==> src/logic/adc_mode_defs.vh <==
// Mode codes, timing counts and sizes for the converter mode control
`ifndef ADC_MODE_DEFS_VH
`define ADC_MODE_DEFS_VH

`define MODE_W          4
`define MODE_RESET      4'h0
`define MODE_CONT       4'h0
`define MODE_SINGLE     4'h4
`define MODE_STANDBY    4'h5
`define MODE_PWRDN      4'h6
`define MODE_IDLE       4'h7
`define MODE_SYS_ZERO   4'h8
`define MODE_SYS_FULL   4'h9
`define MODE_INT_ZERO   4'hA

`define NUM_CH          4
`define CH_W            2
`define DATA_W          24

`define WAKE_ONES       63
`define WAKE_REPEATS    3
`define WAKE_CNT_W      6
`define WAKE_REP_W      2

`define CMD_STREAM_OFF  2'h0
`define CMD_STREAM_RD   2'h1
`define CMD_STREAM_TX   2'h2

`endif

==> src/logic/wake_pattern_detect.v <==
// Detector for the serial-interface reset pattern
`timescale 1ns/100ps
`default_nettype none
`include "adc_mode_defs.vh"

module wake_pattern_detect (
  // Clock and reset
  input  wire clk_sys,
  input  wire rst,
  // Serial bit stream
  input  wire bitValid,
  input  wire bitData,
  // Detection
  output reg  wakeHit
);

  reg [`WAKE_CNT_W-1:0] onesCnt_q;
  reg [`WAKE_REP_W-1:0] repCnt_q;

  // ----------------------------------------
  // Pattern counter
  // ----------------------------------------
  // count ones then zero
  always @(posedge clk_sys or posedge rst) begin
    if (rst) begin
      onesCnt_q <= {`WAKE_CNT_W{1'b0}};
      repCnt_q  <= {`WAKE_REP_W{1'b0}};
      wakeHit   <= 1'b0;
    end else begin
      wakeHit <= 1'b0;
      if (bitValid) begin
        if (bitData) begin
          if (onesCnt_q != `WAKE_CNT_W'd`WAKE_ONES) begin
            onesCnt_q <= onesCnt_q + `WAKE_CNT_W'd1;
          end else begin
            onesCnt_q <= {`WAKE_CNT_W{1'b0}};
            repCnt_q  <= {`WAKE_REP_W{1'b0}};
          end
        end else begin
          onesCnt_q <= {`WAKE_CNT_W{1'b0}};
          if (onesCnt_q == `WAKE_CNT_W'd`WAKE_ONES) begin
            if (repCnt_q == `WAKE_REP_W'd`WAKE_REPEATS - `WAKE_REP_W'd1) begin
              repCnt_q <= {`WAKE_REP_W{1'b0}};
              wakeHit  <= 1'b1;
            end else begin
              repCnt_q <= repCnt_q + `WAKE_REP_W'd1;
            end
          end else begin
            repCnt_q <= {`WAKE_REP_W{1'b0}};
          end
        end
      end
    end
  end

endmodule

`default_nettype wire

==> src/logic/adc_operating_mode_control.v <==
// Operating-mode sequencer for a sigma-delta converter
`timescale 1ns/100ps
`default_nettype none
`include "adc_mode_defs.vh"

module adc_operating_mode_control (
  // Clock and reset
  input  wire                   clk_sys,
  input  wire                   rst,
  // Mode write from the serial interface
  input  wire                   modeWrite,
  input  wire [`MODE_W-1:0]     modeData,
  input  wire [1:0]             streamSelIn,
  input  wire                   streamWrite,
  // Channel enables and keep-alive settings
  input  wire [`NUM_CH-1:0]     chanEnable,
  input  wire [3:0]             keepAlive,
  // Modulator and filter result path
  input  wire                   convDone,
  input  wire [`DATA_W-1:0]     convResult,
  // Serial bit stream for wake detection (asynchronous pins)
  input  wire                   serBitValid,
  input  wire                   serBitData,
  // Status and control outputs
  output reg  [`MODE_W-1:0]     mode_q,
  output reg  [1:0]             streamingReadoutSelect,
  output reg                    readyN,
  output reg  [`DATA_W-1:0]     dataReg,
  output reg                    convRun,
  output reg                    filterHold,
  output reg                    modClkOn,
  output reg                    inputShort,
  output reg  [3:0]             analogKeepOn,
  output reg                    ldoOn,
  output reg                    regLoss,
  output reg                    coefWrite,
  output reg                    coefIsGain,
  output reg  [`CH_W-1:0]       coefChannel,
  output reg  [`DATA_W-1:0]     coefValue
);

  // ----------------------------------------
  // Pin synchronisers
  // ----------------------------------------
  reg [1:0] bitValidSync;
  reg [1:0] bitDataSync;
  reg       bitValidOld_q;

  always @(posedge clk_sys or posedge rst) begin
    if (rst) begin
      bitValidSync  <= 2'h0;
      bitDataSync   <= 2'h0;
      bitValidOld_q <= 1'b0;
    end else begin
      bitValidSync  <= {bitValidSync[0], serBitValid};
      bitDataSync   <= {bitDataSync[0], serBitData};
      bitValidOld_q <= bitValidSync[1];
    end
  end

  wire bitStrobe = bitValidSync[1] & ~bitValidOld_q;
  wire wakeHit;

  // ----------------------------------------
  // Wake pattern detection
  // ----------------------------------------
  wake_pattern_detect wakeDet (
    .clk_sys  (clk_sys),
    .rst      (rst),
    .bitValid (bitStrobe),
    .bitData  (bitDataSync[1]),
    .wakeHit  (wakeHit)
  );

  // ----------------------------------------
  // Helper functions
  // ----------------------------------------
  function isLegal;
    input [`MODE_W-1:0] m;
    begin
      case (m)
        `MODE_CONT, `MODE_SINGLE, `MODE_STANDBY, `MODE_PWRDN, `MODE_IDLE,
        `MODE_SYS_ZERO, `MODE_SYS_FULL, `MODE_INT_ZERO: isLegal = 1'b1;
        default: isLegal = 1'b0;
      endcase
    end
  endfunction

  function isCal;
    input [`MODE_W-1:0] m;
    begin
      isCal = (m == `MODE_SYS_ZERO) || (m == `MODE_SYS_FULL) || (m == `MODE_INT_ZERO);
    end
  endfunction

  function isPowerOff;
    input [`MODE_W-1:0] m;
    begin
      isPowerOff = (m == `MODE_STANDBY) || (m == `MODE_PWRDN);
    end
  endfunction

  function [`CH_W-1:0] firstChan;
    input [`NUM_CH-1:0] en;
    integer i;
    begin
      firstChan = {`CH_W{1'b0}};
      // Lowest enabled channel wins
      for (i = `NUM_CH - 1; i >= 0; i = i - 1) begin
        if (en[i]) begin
          firstChan = i[`CH_W-1:0];
        end
      end
    end
  endfunction

  // ----------------------------------------
  // Sequencer state
  // ----------------------------------------
  localparam ST_RUN   = 2'h0;
  localparam ST_CAL   = 2'h1;
  localparam ST_WAIT  = 2'h2;
  localparam ST_DOWN  = 2'h3;

  reg [1:0]         state_q;
  reg [`NUM_CH-1:0] pending_q;

  wire [`CH_W-1:0]  curChan = firstChan(pending_q);

  always @(posedge clk_sys or posedge rst) begin
    if (rst) begin
      state_q                <= ST_RUN;
      mode_q                 <= `MODE_RESET;
      streamingReadoutSelect <= `CMD_STREAM_OFF;
      readyN                 <= 1'b1;
      dataReg                <= {`DATA_W{1'b0}};
      pending_q              <= {`NUM_CH{1'b0}};
      coefWrite              <= 1'b0;
      coefIsGain             <= 1'b0;
      coefChannel            <= {`CH_W{1'b0}};
      coefValue              <= {`DATA_W{1'b0}};
      regLoss                <= 1'b0;
    end else begin
      // One-cycle strobes
      coefWrite <= 1'b0;
      regLoss   <= 1'b0;
      case (state_q)
        ST_RUN: begin
          if (modeWrite && isLegal(modeData)) begin
            if (modeData == `MODE_PWRDN && mode_q != `MODE_STANDBY) begin
              mode_q <= mode_q;
            end else begin
              mode_q <= modeData;
              if (modeData != `MODE_CONT) begin
                streamingReadoutSelect <= `CMD_STREAM_OFF;
              end
              if (modeData == `MODE_SINGLE) begin
                pending_q <= chanEnable;
              end
              if (isCal(modeData)) begin
                readyN    <= 1'b1;
                pending_q <= chanEnable;
                state_q   <= ST_CAL;
              end
              if (modeData == `MODE_PWRDN) begin
                state_q <= ST_DOWN;
              end
            end
          end else if (streamWrite) begin
            if (mode_q == `MODE_CONT || streamSelIn == `CMD_STREAM_OFF) begin
              streamingReadoutSelect <= streamSelIn;
            end
          end else if (convDone) begin
            if (mode_q == `MODE_CONT) begin
              dataReg <= convResult;
              readyN  <= 1'b0;
            end
            if (mode_q == `MODE_SINGLE) begin
              dataReg <= convResult;
              readyN  <= 1'b0;
              pending_q[curChan] <= 1'b0;
              if ((pending_q & ~(`NUM_CH'd1 << curChan)) == {`NUM_CH{1'b0}}) begin
                mode_q <= `MODE_STANDBY;
              end
            end
          end
        end
        ST_CAL: begin
          if (convDone) begin
            coefWrite   <= 1'b1;
            coefChannel <= firstChan(pending_q);
            coefValue   <= convResult;
            coefIsGain  <= (mode_q == `MODE_SYS_FULL);
            state_q     <= ST_WAIT;
          end
        end
        ST_WAIT: begin
          readyN  <= 1'b0;
          mode_q  <= `MODE_IDLE;
          state_q <= ST_RUN;
        end
        ST_DOWN: begin
          if (wakeHit) begin
            regLoss                <= 1'b1;
            mode_q                 <= `MODE_RESET;
            streamingReadoutSelect <= `CMD_STREAM_OFF;
            dataReg                <= {`DATA_W{1'b0}};
            readyN                 <= 1'b1;
            pending_q              <= {`NUM_CH{1'b0}};
            coefIsGain             <= 1'b0;
            coefChannel            <= {`CH_W{1'b0}};
            coefValue              <= {`DATA_W{1'b0}};
            state_q                <= ST_RUN;
          end
        end
        default: begin
          state_q <= ST_RUN;
        end
      endcase
    end
  end

  // ----------------------------------------
  // Analog and clock control
  // ----------------------------------------
  reg       convRun_d;
  reg       filterHold_d;
  reg       modClkOn_d;
  reg       inputShort_d;
  reg [3:0] analogKeepOn_d;
  reg       ldoOn_d;

  always @* begin
    convRun_d    = (mode_q == `MODE_CONT) || (mode_q == `MODE_SINGLE) ||
                   (state_q == ST_CAL);
    filterHold_d = (mode_q == `MODE_IDLE) || isPowerOff(mode_q);
    modClkOn_d   = !isPowerOff(mode_q);
    inputShort_d = (mode_q == `MODE_INT_ZERO);
    if (mode_q == `MODE_STANDBY) begin
      analogKeepOn_d = keepAlive;
    end else if (mode_q == `MODE_PWRDN) begin
      analogKeepOn_d = 4'h0;
    end else begin
      analogKeepOn_d = 4'hF;
    end
    ldoOn_d      = (mode_q != `MODE_PWRDN);
  end

  // Controls leave from flip-flops
  always @(posedge clk_sys or posedge rst) begin
    if (rst) begin
      convRun      <= 1'b0;
      filterHold   <= 1'b1;
      modClkOn     <= 1'b0;
      inputShort   <= 1'b0;
      analogKeepOn <= 4'h0;
      ldoOn        <= 1'b1;
    end else begin
      convRun      <= convRun_d;
      filterHold   <= filterHold_d;
      modClkOn     <= modClkOn_d;
      inputShort   <= inputShort_d;
      analogKeepOn <= analogKeepOn_d;
      ldoOn        <= ldoOn_d;
    end
  end

endmodule

`default_nettype wire

==> config.mk <==
export PLATFORM = sky130hd
export DESIGN_NAME = adc_operating_mode_control
export DESIGN_NICKNAME = d
export VERILOG_FILES = /design/src/logic/wake_pattern_detect.v /design/src/logic/adc_operating_mode_control.v
export VERILOG_INCLUDE_DIRS = /design/src /design/src/logic
export SDC_FILE = /design/constraint.sdc
export NUM_CORES = 1
export LEC_CHECK = 0
export BUFFER_PORTS_ARGS = -buffer_cell sky130_fd_sc_hd__buf_2
export CAP_MARGIN = 30
export CORE_UTILIZATION = 30
export CTS_CLUSTER_DIAMETER = 60
export CTS_CLUSTER_SIZE = 20
export DETAILED_ROUTE_END_ITERATION = 16
export HOLD_SLACK_MARGIN = 0.15
export PLACE_DENSITY = 0.6
export SLEW_MARGIN = 30
export SYNTH_ARGS = -nofsm -noshare
export SYNTH_HDL_FRONTEND = slang
export SYNTH_SLANG_ARGS = --single-unit
==> constraint.sdc <==
create_clock -name clk_sys -period 4.9 [get_ports clk_sys]
set_clock_uncertainty 0.2 [all_clocks]
set_input_delay 1.47 -clock clk_sys [delete_from_list [all_inputs] [get_ports clk_sys]]
set_output_delay 1.47 -clock clk_sys [all_outputs]
set_load 0.005 [all_outputs]
==> flow_summary_export.csv, run 1 <==
group,metric,value,unit
outcome,status,"completed",
job,drv_cap,0,
setup_path,worstSetupPathType,"in2reg",
sta,tightest_slew,837.0,ps
setup_path,ff2ff_setup_slack,1960,ps
floorplanning,start_util,0.3087,
cells_and_area,layout.cells.non_filler,653,
cells_and_area,regArea,2231,µm²
power_and_ir_drop,seq_power_share,0.395,
drt,first_pass_iters,4,
floorplanning,core.rowCount,41,
synth,synth_warnings,0,
global_routing,grt_antenna_before_repair,0,
sta,fin_setup_tns,0,ps
floorplanning,io_pins,114,
power_and_ir_drop,p_leak,2.503,nW
global_routing,grt_overflow_total,0,
clocking,cts_tree,"yes",
setup_path,cp.arrival,3250,ps
power_and_ir_drop,p_sw_frac,0.3522,
drt,drc,0,
synth,ys_types,55,
floorplanning,die_h,116.0,µm
power_and_ir_drop,clkPwrFrac,0.242,
sta,timing.fmax,309.9,MHz
synth,netlist_area,3896,µm²
setup_path,worst-path-stages,6,
global_routing,grt_max_degree,34,
synth,ys_ff_latch,89,
placement,place.gp.congestion,1.020,
power_and_ir_drop,pwr_density_cell,630.3,nW/µm²
synth,yosysSeqAreaShare,0.5726,
setup_path,startpoint,"modeData[3]",
placement,dp_cells,636,
synth,synth_flop_cell,"dfrtp_1",
floorplanning,core,12620,µm²
sta,fin_crit_sh,0.6586,
sta,setup_viol,0,
setup_path,worst_setup_path_end_kind,"register",
cells_and_area,num_antenna_cells,0,
cells_and_area,areaGrowthSynthToFinish,26.59,%
setup_path,cp_max_fo,24,
cells_and_area,fin_util,0.3908,
placement,dp_hpwl,6.995,mm
global_routing,grtUsageTotal,0.1549,
synth,synth_area_per_cell,10.53,µm²
drt,vias,3200,
setup_path,max_stage_delay,730,ps
setup_path,worst_ep_required_time,4920,ps
clocking,htreeDepth,3,
global_routing,grt_pass1_vias,3106,
drt,drtAntennaViolNets,0,
sta,final_max_slew_viol_count,0,
cells_and_area,multi_input_area,1516,µm²
setup_path,critPathSlowestCell,"or3_1",
cells_and_area,nets,526,
worst_hold_path,hp-class,"reg2reg",
setup_path,crit_family,"compound AO/OA/AOI/OAI gates",
sta,min_period,3227,ps
synth,async_flop_share,1.000,
sta,final-hold-violation-count,0,
synth,synth_edf_count,0,
setup_path,cp-start-kind,"input pin",
synth,synth_fp_nets,420,
setup_path,r2r_end,"dataReg[20]",
power_and_ir_drop,vdd_drop_max,0.1706,mV
power_and_ir_drop,finalPower,3.109,mW
clocking,clkTransAtPathRegs,70,ps
power_and_ir_drop,power_switching,1.095,mW
sta,relSlewSlack,0.4420,
setup_path,timing.critical_path.to,"dataReg[20]",
placement,numPortBuffers,113,
clocking,max-clock-path-buffers,2,
clocking,cts_hold_buf,0,
drt,drt-total-wl,9.768,mm
setup_path,crit_chain,"buf_2, a21boi_2, o31ai_1, o2bb2ai_1, or3_1, a22o_1",
clocking,cts-resized-gates,0,
clocking,clock-sinks,89,
power_and_ir_drop,combPwrFrac,0.363,
cells_and_area,fillers,1280,
cells_and_area,drive_gt1_frac,0.3035,
global_routing,grt_first_pass_wirelength,15.97,mm
clocking,clock_latency,340,ps
drt,drt_iter0_markers,314,
setup_path,r2r_start,"state_q[1]",
sta,rsz0062_at_grt,"no",
drt,avgViaCountPerCell,4.900,
drt,wl_per_cell,14.96,µm
synth,syn_inst,370,
setup_path,rr_worst_depth,6,
clocking,root_buffer,"clkbuf_16",
clocking,cts_setup_buffers,0,
setup_path,crit_buf_inv,1,
clocking,numCtsBuffers,9,
floorplanning,dieArea,13450,µm²
power_and_ir_drop,internal_power,2.014,mW
floorplanning,die_w,116.0,µm
[worst reg2reg max path: stages (launching register included)]
cell	delay, ps
dfrtp_1	490
inv_1	200
ha_1	420
nand2_1	190
o2bb2ai_1	390
or3_1	730
a22o_1	250
[cells in the mapped netlist (3+ instances only)]
cell type,instances,area (µm²)
dfstp_2,3,78.83
o221ai_1,4,35.03
o21ai_0,12,60.06
buf_6,4,45.04
a22o_1,26,227.7
a21oi_1,5,25.02
and3_1,4,25.02
nand2_1,74,277.8
mux2i_1,3,30.03
nor2_1,18,67.56
inv_1,12,45.04
o21ai_1,24,120.1
buf_2,4,20.02
nor3_1,8,40.04
dfrtp_1,86,2152
or3_1,4,25.02
nor2b_1,4,25.02
a32o_1,3,30.03
nand3_1,6,30.03
ha_1,5,62.56
clkbuf_1,13,48.80
mux2_1,3,33.78
o31ai_1,3,22.52
[how the worst min path moves through the flow]
stage / from / endpoint / slack, ps / cells after the start
2_1_floorplan: bitDataSync[0] / bitDataSync[1] / 130 / 0
3_3_place_gp: bitValidSync[0] / bitValidSync[1] / 130 / 0
3_5_place_dp: bitDataSync[0] / bitDataSync[1] / 130 / 0
4_1_cts: bitDataSync[0] / bitDataSync[1] / 150 / 0
5_1_grt: bitDataSync[0] / bitDataSync[1] / 160 / 0
6_report: bitDataSync[0] / bitDataSync[1] / 150 / 0
[state kept, by name (all words and copies together), names as in the netlist, 2 cells and up]
signal and cells:
mode_q 4, streamingReadoutSelect 2, wakeDet.onesCnt_q 6, analogKeepOn 4, coefChannel 2, dataReg 24, bitDataSync 2, pending_q 4
coefValue 24, state_q 2, bitValidSync 2, wakeDet.repCnt_q 2
[metrics by stage]
stage / area [µm²] / setup slack [ps] / hold WS (ps)
final: 4932 / 1673 / 149.8
after global routing: 4932 / 1443 / 161.4
after CTS: 4917 / 1666 / 150.7
after detailed placement: 4597 / 1306 / 134.7
after global placement: 4597 / 1374 / 134.1
after floorplan: 3896 / 928.1 / 131.2
[placed cells by master (no fill, tap or decap), types with 2 or more instances in the layout]
cell / n
clkbuf_1: 2
a211oi_1: 2
o21ai_1: 23
nor2b_1: 4
nor2_1: 18
or3_1: 4
o221ai_1: 4
nor3_1: 8
nand4bb_1: 2
a31oi_1: 2
buf_2: 113
mux2_2: 2
o21ai_0: 12
inv_1: 10
a32o_1: 3
bufinv_16: 2
nor4bb_1: 2
dfrtp_1: 86
mux2i_1: 3
nand2_1: 74
o31ai_1: 3
clkbuf_16: 9
nor4_1: 2
a22o_1: 26
mux2_1: 3
buf_4: 3
and3_1: 4
o2bb2ai_1: 2
nand3_1: 6
ha_1: 5
nand2b_1: 2
o211ai_1: 2
a21oi_1: 5
dfstp_2: 3
[per-layer routing]
layer  global-route usage  vias to the layer above  wire, µm
li1                     -                     1524         -
met2               0.2464                      105      4574
met3              0.04132                       12       575
met4              0.05726                        0       125
met5                    0                        -         0
met1               0.2024                     1559      4493
[power groups by stage]
| stage | registers, mW | clock network (mW) | logic [mW] |
|---|---|---|---|
| 5_1_grt | 1.27 | 0.803 | 1.27 |
| 4_1_cts | 1.23 | 0.769 | 1.13 |
| 3_5_place_dp | 1.24 | 0 | 1.12 |
| 6_report | 1.23 | 0.751 | 1.13 |
| 2_1_floorplan | 1.21 | 0 | 0.720 |
| 3_3_place_gp | 1.23 | 0 | 1.09 |
[kinds of logic (layout without fill, tap and decap cells)]
group                      Yosys count  after routing  share of synthesized area
DFF                                 89             89                     0.5726
muxes                                8              8                    0.02216
adders and majority gates            5              5                    0.01606
and+or+nand+nor                    137            137                     0.1699
buffers and inverters               34            145                    0.04271
AOI/OAI and AO/OA                   97             97                     0.1766
[area by class of cell]
| class | instances | share of cell area |
|---|---|---|
| Timing Repair Buffer | 117 | 0.1223 |
| Clock buffer | 11 | 0.04718 |
| Tap cell | 172 | 0.04363 |
| Inverter | 12 | 0.009386 |
| Clock inverter | 5 | 0.01776 |
| Multi-Input combinational cell | 247 | 0.3075 |
| Sequential cell | 89 | 0.4523 |
(Power assumes the default switching activity.)
==> run 2, diff against run 1 <==
--- a/config.mk
+++ b/config.mk
@@ -13,7 +13,7 @@
 export CTS_CLUSTER_SIZE = 20
 export DETAILED_ROUTE_END_ITERATION = 16
 export HOLD_SLACK_MARGIN = 0.15
-export PLACE_DENSITY = 0.6
+export PLACE_DENSITY = 0.62
 export SLEW_MARGIN = 30
 export SYNTH_ARGS = -nofsm -noshare
 export SYNTH_HDL_FRONTEND = slang
==> constraint.sdc (replaced) <==
create_clock -name clk_sys -period 2.6 [get_ports clk_sys]
set_clock_uncertainty 0.2 [all_clocks]
set_input_delay 0.78 -clock clk_sys [delete_from_list [all_inputs] [get_ports clk_sys]]
set_output_delay 0.78 -clock clk_sys [all_outputs]
set_load 0.005 [all_outputs]
==> run 2 against run 1 <==
Against the previous run: register-to-register slack worse by 1800 ps; core utilization is 0.61 points higher; global-route usage is 0.094 points lower; clock power is 65% higher; sequential cell count stayed put; worst hold slack better by 5.7 ps; die area stayed put; wire length is 0.93% higher.
==> flow_summary_export.csv, run 2 (synthesized netlist as in run 1, its figures left out) <==
group,metric,value,unit
outcome,status,"completed",
floorplanning,dieArea,13450,µm²
clocking,clkTransAtPathRegs,60,ps
placement,preCtsSetupSlack,-15.87,ps
clocking,clock-sinks,89,
placement,numPortBuffers,113,
floorplanning,die_w,116.0,µm
drt,drt-total-wl,9.859,mm
global_routing,met3_usage,0.02877,
power_and_ir_drop,p_sw_frac,0.3535,
setup_path,cp-start-kind,"register",
global_routing,grt_pass1_vias,3120,
drt,drt_iter0_markers,356,
cells_and_area,reg_top3,"coefValue: 24 flops, dataReg: 24 flops, wakeDet.onesCnt_q: 6 flops",
placement,place.gp.congestion,0.9365,
setup_path,max_stage_delay,470,ps
clocking,cts_tree,"yes",
cells_and_area,layout_commonest_cell,"buf_2",
power_and_ir_drop,clkPwrFrac,0.214,
sta,final_max_slew_viol_count,0,
global_routing,grtUsageTotal,0.1540,
drt,drc,0,
floorplanning,core,12620,µm²
setup_path,cp_max_fo,8,
worst_hold_path,hp-class,"reg2reg",
cells_and_area,most-common-layout-cells,"buf_2, dfrtp_1, nand2_1",
cells_and_area,areaGrowthSynthToFinish,28.58,%
clocking,cts-resized-gates,0,
sta,final-hold-violation-count,0,
job,drv_cap,0,
cells_and_area,num_antenna_cells,0,
sta,relSlewSlack,0.6285,
floorplanning,core.rowCount,41,
placement,dp_hpwl,7.102,mm
global_routing,met1_usage,0.2027,
drt,drtAntennaViolNets,0,
setup_path,crit_buf_inv,1,
setup_path,worstSetupPathType,"reg2reg",
global_routing,grt_antenna_before_repair,0,
clocking,max-clock-path-buffers,2,
clocking,cts_setup_buffers,0,
power_and_ir_drop,internal_power,3.761,mW
floorplanning,io_pins,114,
power_and_ir_drop,power_switching,2.057,mW
floorplanning,start_util,0.3087,
sta,fin_crit_sh,0.9445,
power_and_ir_drop,p_leak,2.549,nW
sta,timing.fmax,407.2,MHz
power_and_ir_drop,combPwrFrac,0.389,
sta,min_period,2456,ps
clocking,clock_latency,340,ps
sta,setup_viol,0,
cells_and_area,fillers,1292,
setup_path,cp.arrival,2470,ps
sta,worst_slack,144.3,ps
global_routing,grt_first_pass_wirelength,15.73,mm
sta,rsz0062_at_grt,"no",
power_and_ir_drop,pwr_density_cell,1161,nW/µm²
global_routing,grt-busiest-layer,"met2",
setup_path,crit_chain,"inv_1, ha_1, nand2_1, nor3_1, nor3_1, nand2_1, mux2_1",
cells_and_area,drive_gt1_frac,0.3198,
drt,avgViaCountPerCell,4.848,
clocking,numCtsBuffers,9,
drt,first_pass_iters,4,
setup_path,critPathSlowestCell,"dfrtp_2",
drt,wl_per_cell,14.87,µm
power_and_ir_drop,finalPower,5.818,mW
power_and_ir_drop,vdd_drop_max,0.3825,mV
power_and_ir_drop,seq_power_share,0.397,
clocking,root_buffer,"clkbuf_16",
setup_path,worst_setup_path_end_kind,"register",
global_routing,grt_max_degree,67,
drt,vias,3214,
global_routing,grt_overflow_total,0,
sta,fin_setup_tns,0,ps
clocking,htreeDepth,3,
clocking,cts_hold_buf,0,
setup_path,worst_ep_required_time,2620,ps
setup_path,crit_family,"simple AND/OR/NAND/NOR gates",
sta,tightest_slew,552.1,ps
global_routing,met2_usage,0.2393,
cells_and_area,nets,536,
floorplanning,die_h,116.0,µm
[run 2: changes by cell type in the layout (fill, tap and decap cells not counted), sizes merged]
cell and delta:
buf +10, bufinv -2, clkbuf +1, clkinv +1
clkinvlp +1, inv -1
[run 2: stage by stage]
| stage | util | hold WS [ps] | instances | instance area (µm²) |
|---|---|---|---|---|
| 3_5_place_dp | 0.3745 | 142.6 | 647 | 4726 |
| 2_1_floorplan | - | 131.2 | 370 | 3900 |
| 6_report | 0.3970 | 155.5 | 663 | 5010 |
| 3_3_place_gp | 0.3745 | 139.6 | 647 | 4726 |
| 5_1_grt | 0.3970 | 160.9 | 663 | 5010 |
| 4_1_cts | 0.3969 | 157.0 | 663 | 5009 |
[run 2: final timing paths]
check	end	cells past startpoint	slack, ps	start
setup / recovery	mode_q[1]	7	140	state_q[1]
hold / removal	bitDataSync[1]	0	160	bitDataSync[0]
setup reg to reg	mode_q[1]	7	140	state_q[1]
hold reg to reg	bitDataSync[1]	0	160	bitDataSync[0]
max in group asynchronous	filterHold	3	1520	rst
min in group asynchronous	coefValue[21]	3	330	rst
[run 2: layout make-up]
class	instances	area, µm²	area share
sequential	89	2232	0.4456
multi-input combinational	247	1510	0.3014
timing repair buffer	127	720.7	0.1439
clock buffer	12	256.5	0.05120
tap	172	215.2	0.04296
inverter	12	48.80	0.009740
clock inverter	4	26.28	0.005245
[run 2: per-layer routing]
layer	vias up	share of wire	routed length, µm
met5	-	0	0
met4	0	0.022	217
met3	15	0.047	466
met2	88	0.47	4601
met1	1568	0.46	4574
li1	1543	-	-
[run 2: power by group through the flow]
stage	Combinational, mW	Clock (mW)	Sequential, mW
2_1_floorplan	1.36	0	2.29
3_3_place_gp	2.24	0	2.31
3_5_place_dp	2.30	0	2.33
4_1_cts	2.31	1.28	2.31
5_1_grt	2.55	1.34	2.39
6_report	2.26	1.24	2.31
[run 2: worst register-to-register path: stages (launching register included)]
cell and delay (ps):
dfrtp_2 470, inv_1 190, ha_1 350, nand2_1 180, nor3_1 330, nor3_1 150, nand2_1 140, mux2_1 340
==> run 3, diff against run 2 <==
--- a/config.mk
+++ b/config.mk
@@ -12,7 +12,9 @@
 export CTS_CLUSTER_DIAMETER = 60
 export CTS_CLUSTER_SIZE = 20
 export DETAILED_ROUTE_END_ITERATION = 16
+export GPL_TIMING_DRIVEN = 0
 export HOLD_SLACK_MARGIN = 0.15
+export MAX_ROUTING_LAYER = met4
 export PLACE_DENSITY = 0.62
 export SLEW_MARGIN = 30
 export SYNTH_ARGS = -nofsm -noshare
==> run 3 against run 2 <==
Against the previous run: clock power rose by 7%; design area grew 1.5%; critical path depth increased by 1; first-iteration DRC count shrank 35%; power up 1.4%; maximum frequency barely moved; critical path type unchanged; critical endpoint unchanged; largest power group is now combinational logic.
==> flow_summary_export.csv, run 3 (synthesized netlist as in run 1, its figures left out) <==
group,metric,value,unit
power_and_ir_drop,p_leak,2.572,nW
cells_and_area,nets,546,
clocking,htreeDepth,3,
sta,min_period,2456,ps
setup_path,cp_common_cell,"nand2_1",
drt,drtAntennaViolNets,0,
setup_path,cp_max_fo,10,
drt,vias,3258,
global_routing,grt_pass1_vias,3172,
setup_path,crit_chain,"inv_1, ha_1, buf_2, nand2_1, nor3_1, nor3_2, nand2_1, mux2_1",
clocking,numCtsBuffers,9,
placement,numPortBuffers,112,
clocking,clkTransAtPathRegs,60,ps
setup_path,cp.arrival,2480,ps
setup_path,cp-start-kind,"register",
cells_and_area,most-common-layout-cells,"buf_2, dfrtp_1, nand2_1",
placement,place.gp.congestion,0.8822,
worst_hold_path,min_delay_path_depth,0,
worst_hold_path,whs_endpoint,"bitDataSync[1]",
outcome,status,"completed",
power_and_ir_drop,finalPower,5.902,mW
floorplanning,die_h,116.0,µm
setup_path,rr_worst_depth,8,
floorplanning,core.rowCount,41,
job,drv_cap,0,
power_and_ir_drop,pwr_density_cell,1161,nW/µm²
cells_and_area,reg_top3,"coefValue: 24 flops, dataReg: 24 flops, wakeDet.onesCnt_q: 6 flops",
power_and_ir_drop,vdd_drop_max,0.3128,mV
cells_and_area,fin_util,0.4029,
global_routing,grt_first_pass_wirelength,16.12,mm
setup_path,critPathSlowestCell,"dfrtp_2",
sta,final-hold-violation-count,0,
setup_path,r2r_start,"state_q[1]",
floorplanning,dieArea,13450,µm²
clocking,cts_tree,"yes",
clocking,max-clock-path-buffers,2,
sta,rsz0062_at_grt,"no",
floorplanning,io_pins,114,
drt,first_pass_iters,4,
setup_path,crit_buf_inv,2,
floorplanning,die_w,116.0,µm
global_routing,grt_max_degree,31,
cells_and_area,layout.cells.non_filler,672,
setup_path,worstSetupPathType,"reg2reg",
cells_and_area,layout_commonest_cell,"buf_2",
clocking,cts_setup_buffers,0,
drt,drt_iter0_markers,233,
sta,fin_setup_tns,0,ps
global_routing,grtUsageTotal,0.1626,
setup_path,r2r_end,"mode_q[1]",
sta,tightest_slew,567.2,ps
setup_path,crit_family,"simple AND/OR/NAND/NOR gates",
cells_and_area,fillers,1267,
floorplanning,core,12620,µm²
sta,relSlewSlack,0.6184,
drt,drc,0,
cells_and_area,drive_gt1_frac,0.3260,
setup_path,worst_ep_required_time,2620,ps
cells_and_area,num_antenna_cells,0,
worst_hold_path,hp-class,"reg2reg",
floorplanning,start_util,0.3087,
cells_and_area,areaGrowthSynthToFinish,30.51,%
drt,avgViaCountPerCell,4.848,
sta,fin_crit_sh,0.9448,
setup_path,worst_setup_path_end_kind,"register",
sta,final_max_slew_viol_count,0,
global_routing,grt_overflow_total,0,
drt,wl_per_cell,14.82,µm
sta,setup_viol,0,
cells_and_area,regArea,2233,µm²
placement,dp_hpwl,7.364,mm
global_routing,grt_antenna_before_repair,0,
clocking,clock_latency,340,ps
setup_path,max_stage_delay,460,ps
setup_path,ff2ff_setup_slack,140,ps
drt,drt-total-wl,9.957,mm
placement,dp_cells,657,
sta,hold_ws,149.6,ps
sta,timing.fmax,407.1,MHz
clocking,clock-sinks,89,
clocking,root_buffer,"clkbuf_16",
cells_and_area,multi_input_area,1521,µm²
worst_hold_path,hold_path.startpoint,"bitDataSync[0]",
[run 3: power breakdown]
part           switching [mW]  total, mW  internal [mW]
combinational            1.20       2.31           1.11
sequential              0.323       2.26           1.93
clock                   0.540       1.33          0.794
[run 3: what timing repair did]
item	in CTS	in global routing
hold buffers	1	0
gates resized for setup	5	7
pin swaps	0	0
endpoints found under the hold margin	1	0
endpoints found under the setup margin	26	52
[run 3: worst max-delay path by stage]
stage	cells past startpoint	start	slack, ps	endpoint
after global routing	8	state_q[1]	3	mode_q[1]
final	8	state_q[1]	140	mode_q[1]
after floorplan	8	modeData[2]	130	dataReg[0]
after detailed placement	7	modeData[2]	-160	dataReg[12]
after global placement	7	modeData[2]	-130	dataReg[15]
after CTS	8	state_q[1]	10	coefChannel[0]
[run 3: layer usage]
layer,vias up,GRT usage,part of all wire
met5,-,-,0
met4,0,0.06154,0.016
met3,15,0.04393,0.064
met2,97,0.2544,0.47
met1,1575,0.2003,0.45
li1,1571,-,-
[run 3: area by class of cell]
class	count	share of cell area
Multi-Input combinational cell	247	0.2992
Clock buffer	11	0.04970
Buffer	21	0.02436
Sequential cell	89	0.4392
Tap cell	172	0.04232
Clock inverter	4	0.01009
Timing Repair Buffer	116	0.1255
Inverter	12	0.009596
[run 3: metrics by stage]
step | worst slack (ps) | cell area (µm²)
global route | 3.400 | 5085
finish | 143.5 | 5085
floorplan | 129.0 | 3900
detailed placement | -164.8 | 4743
global placement | -134.9 | 4676
CTS | 13.66 | 5064
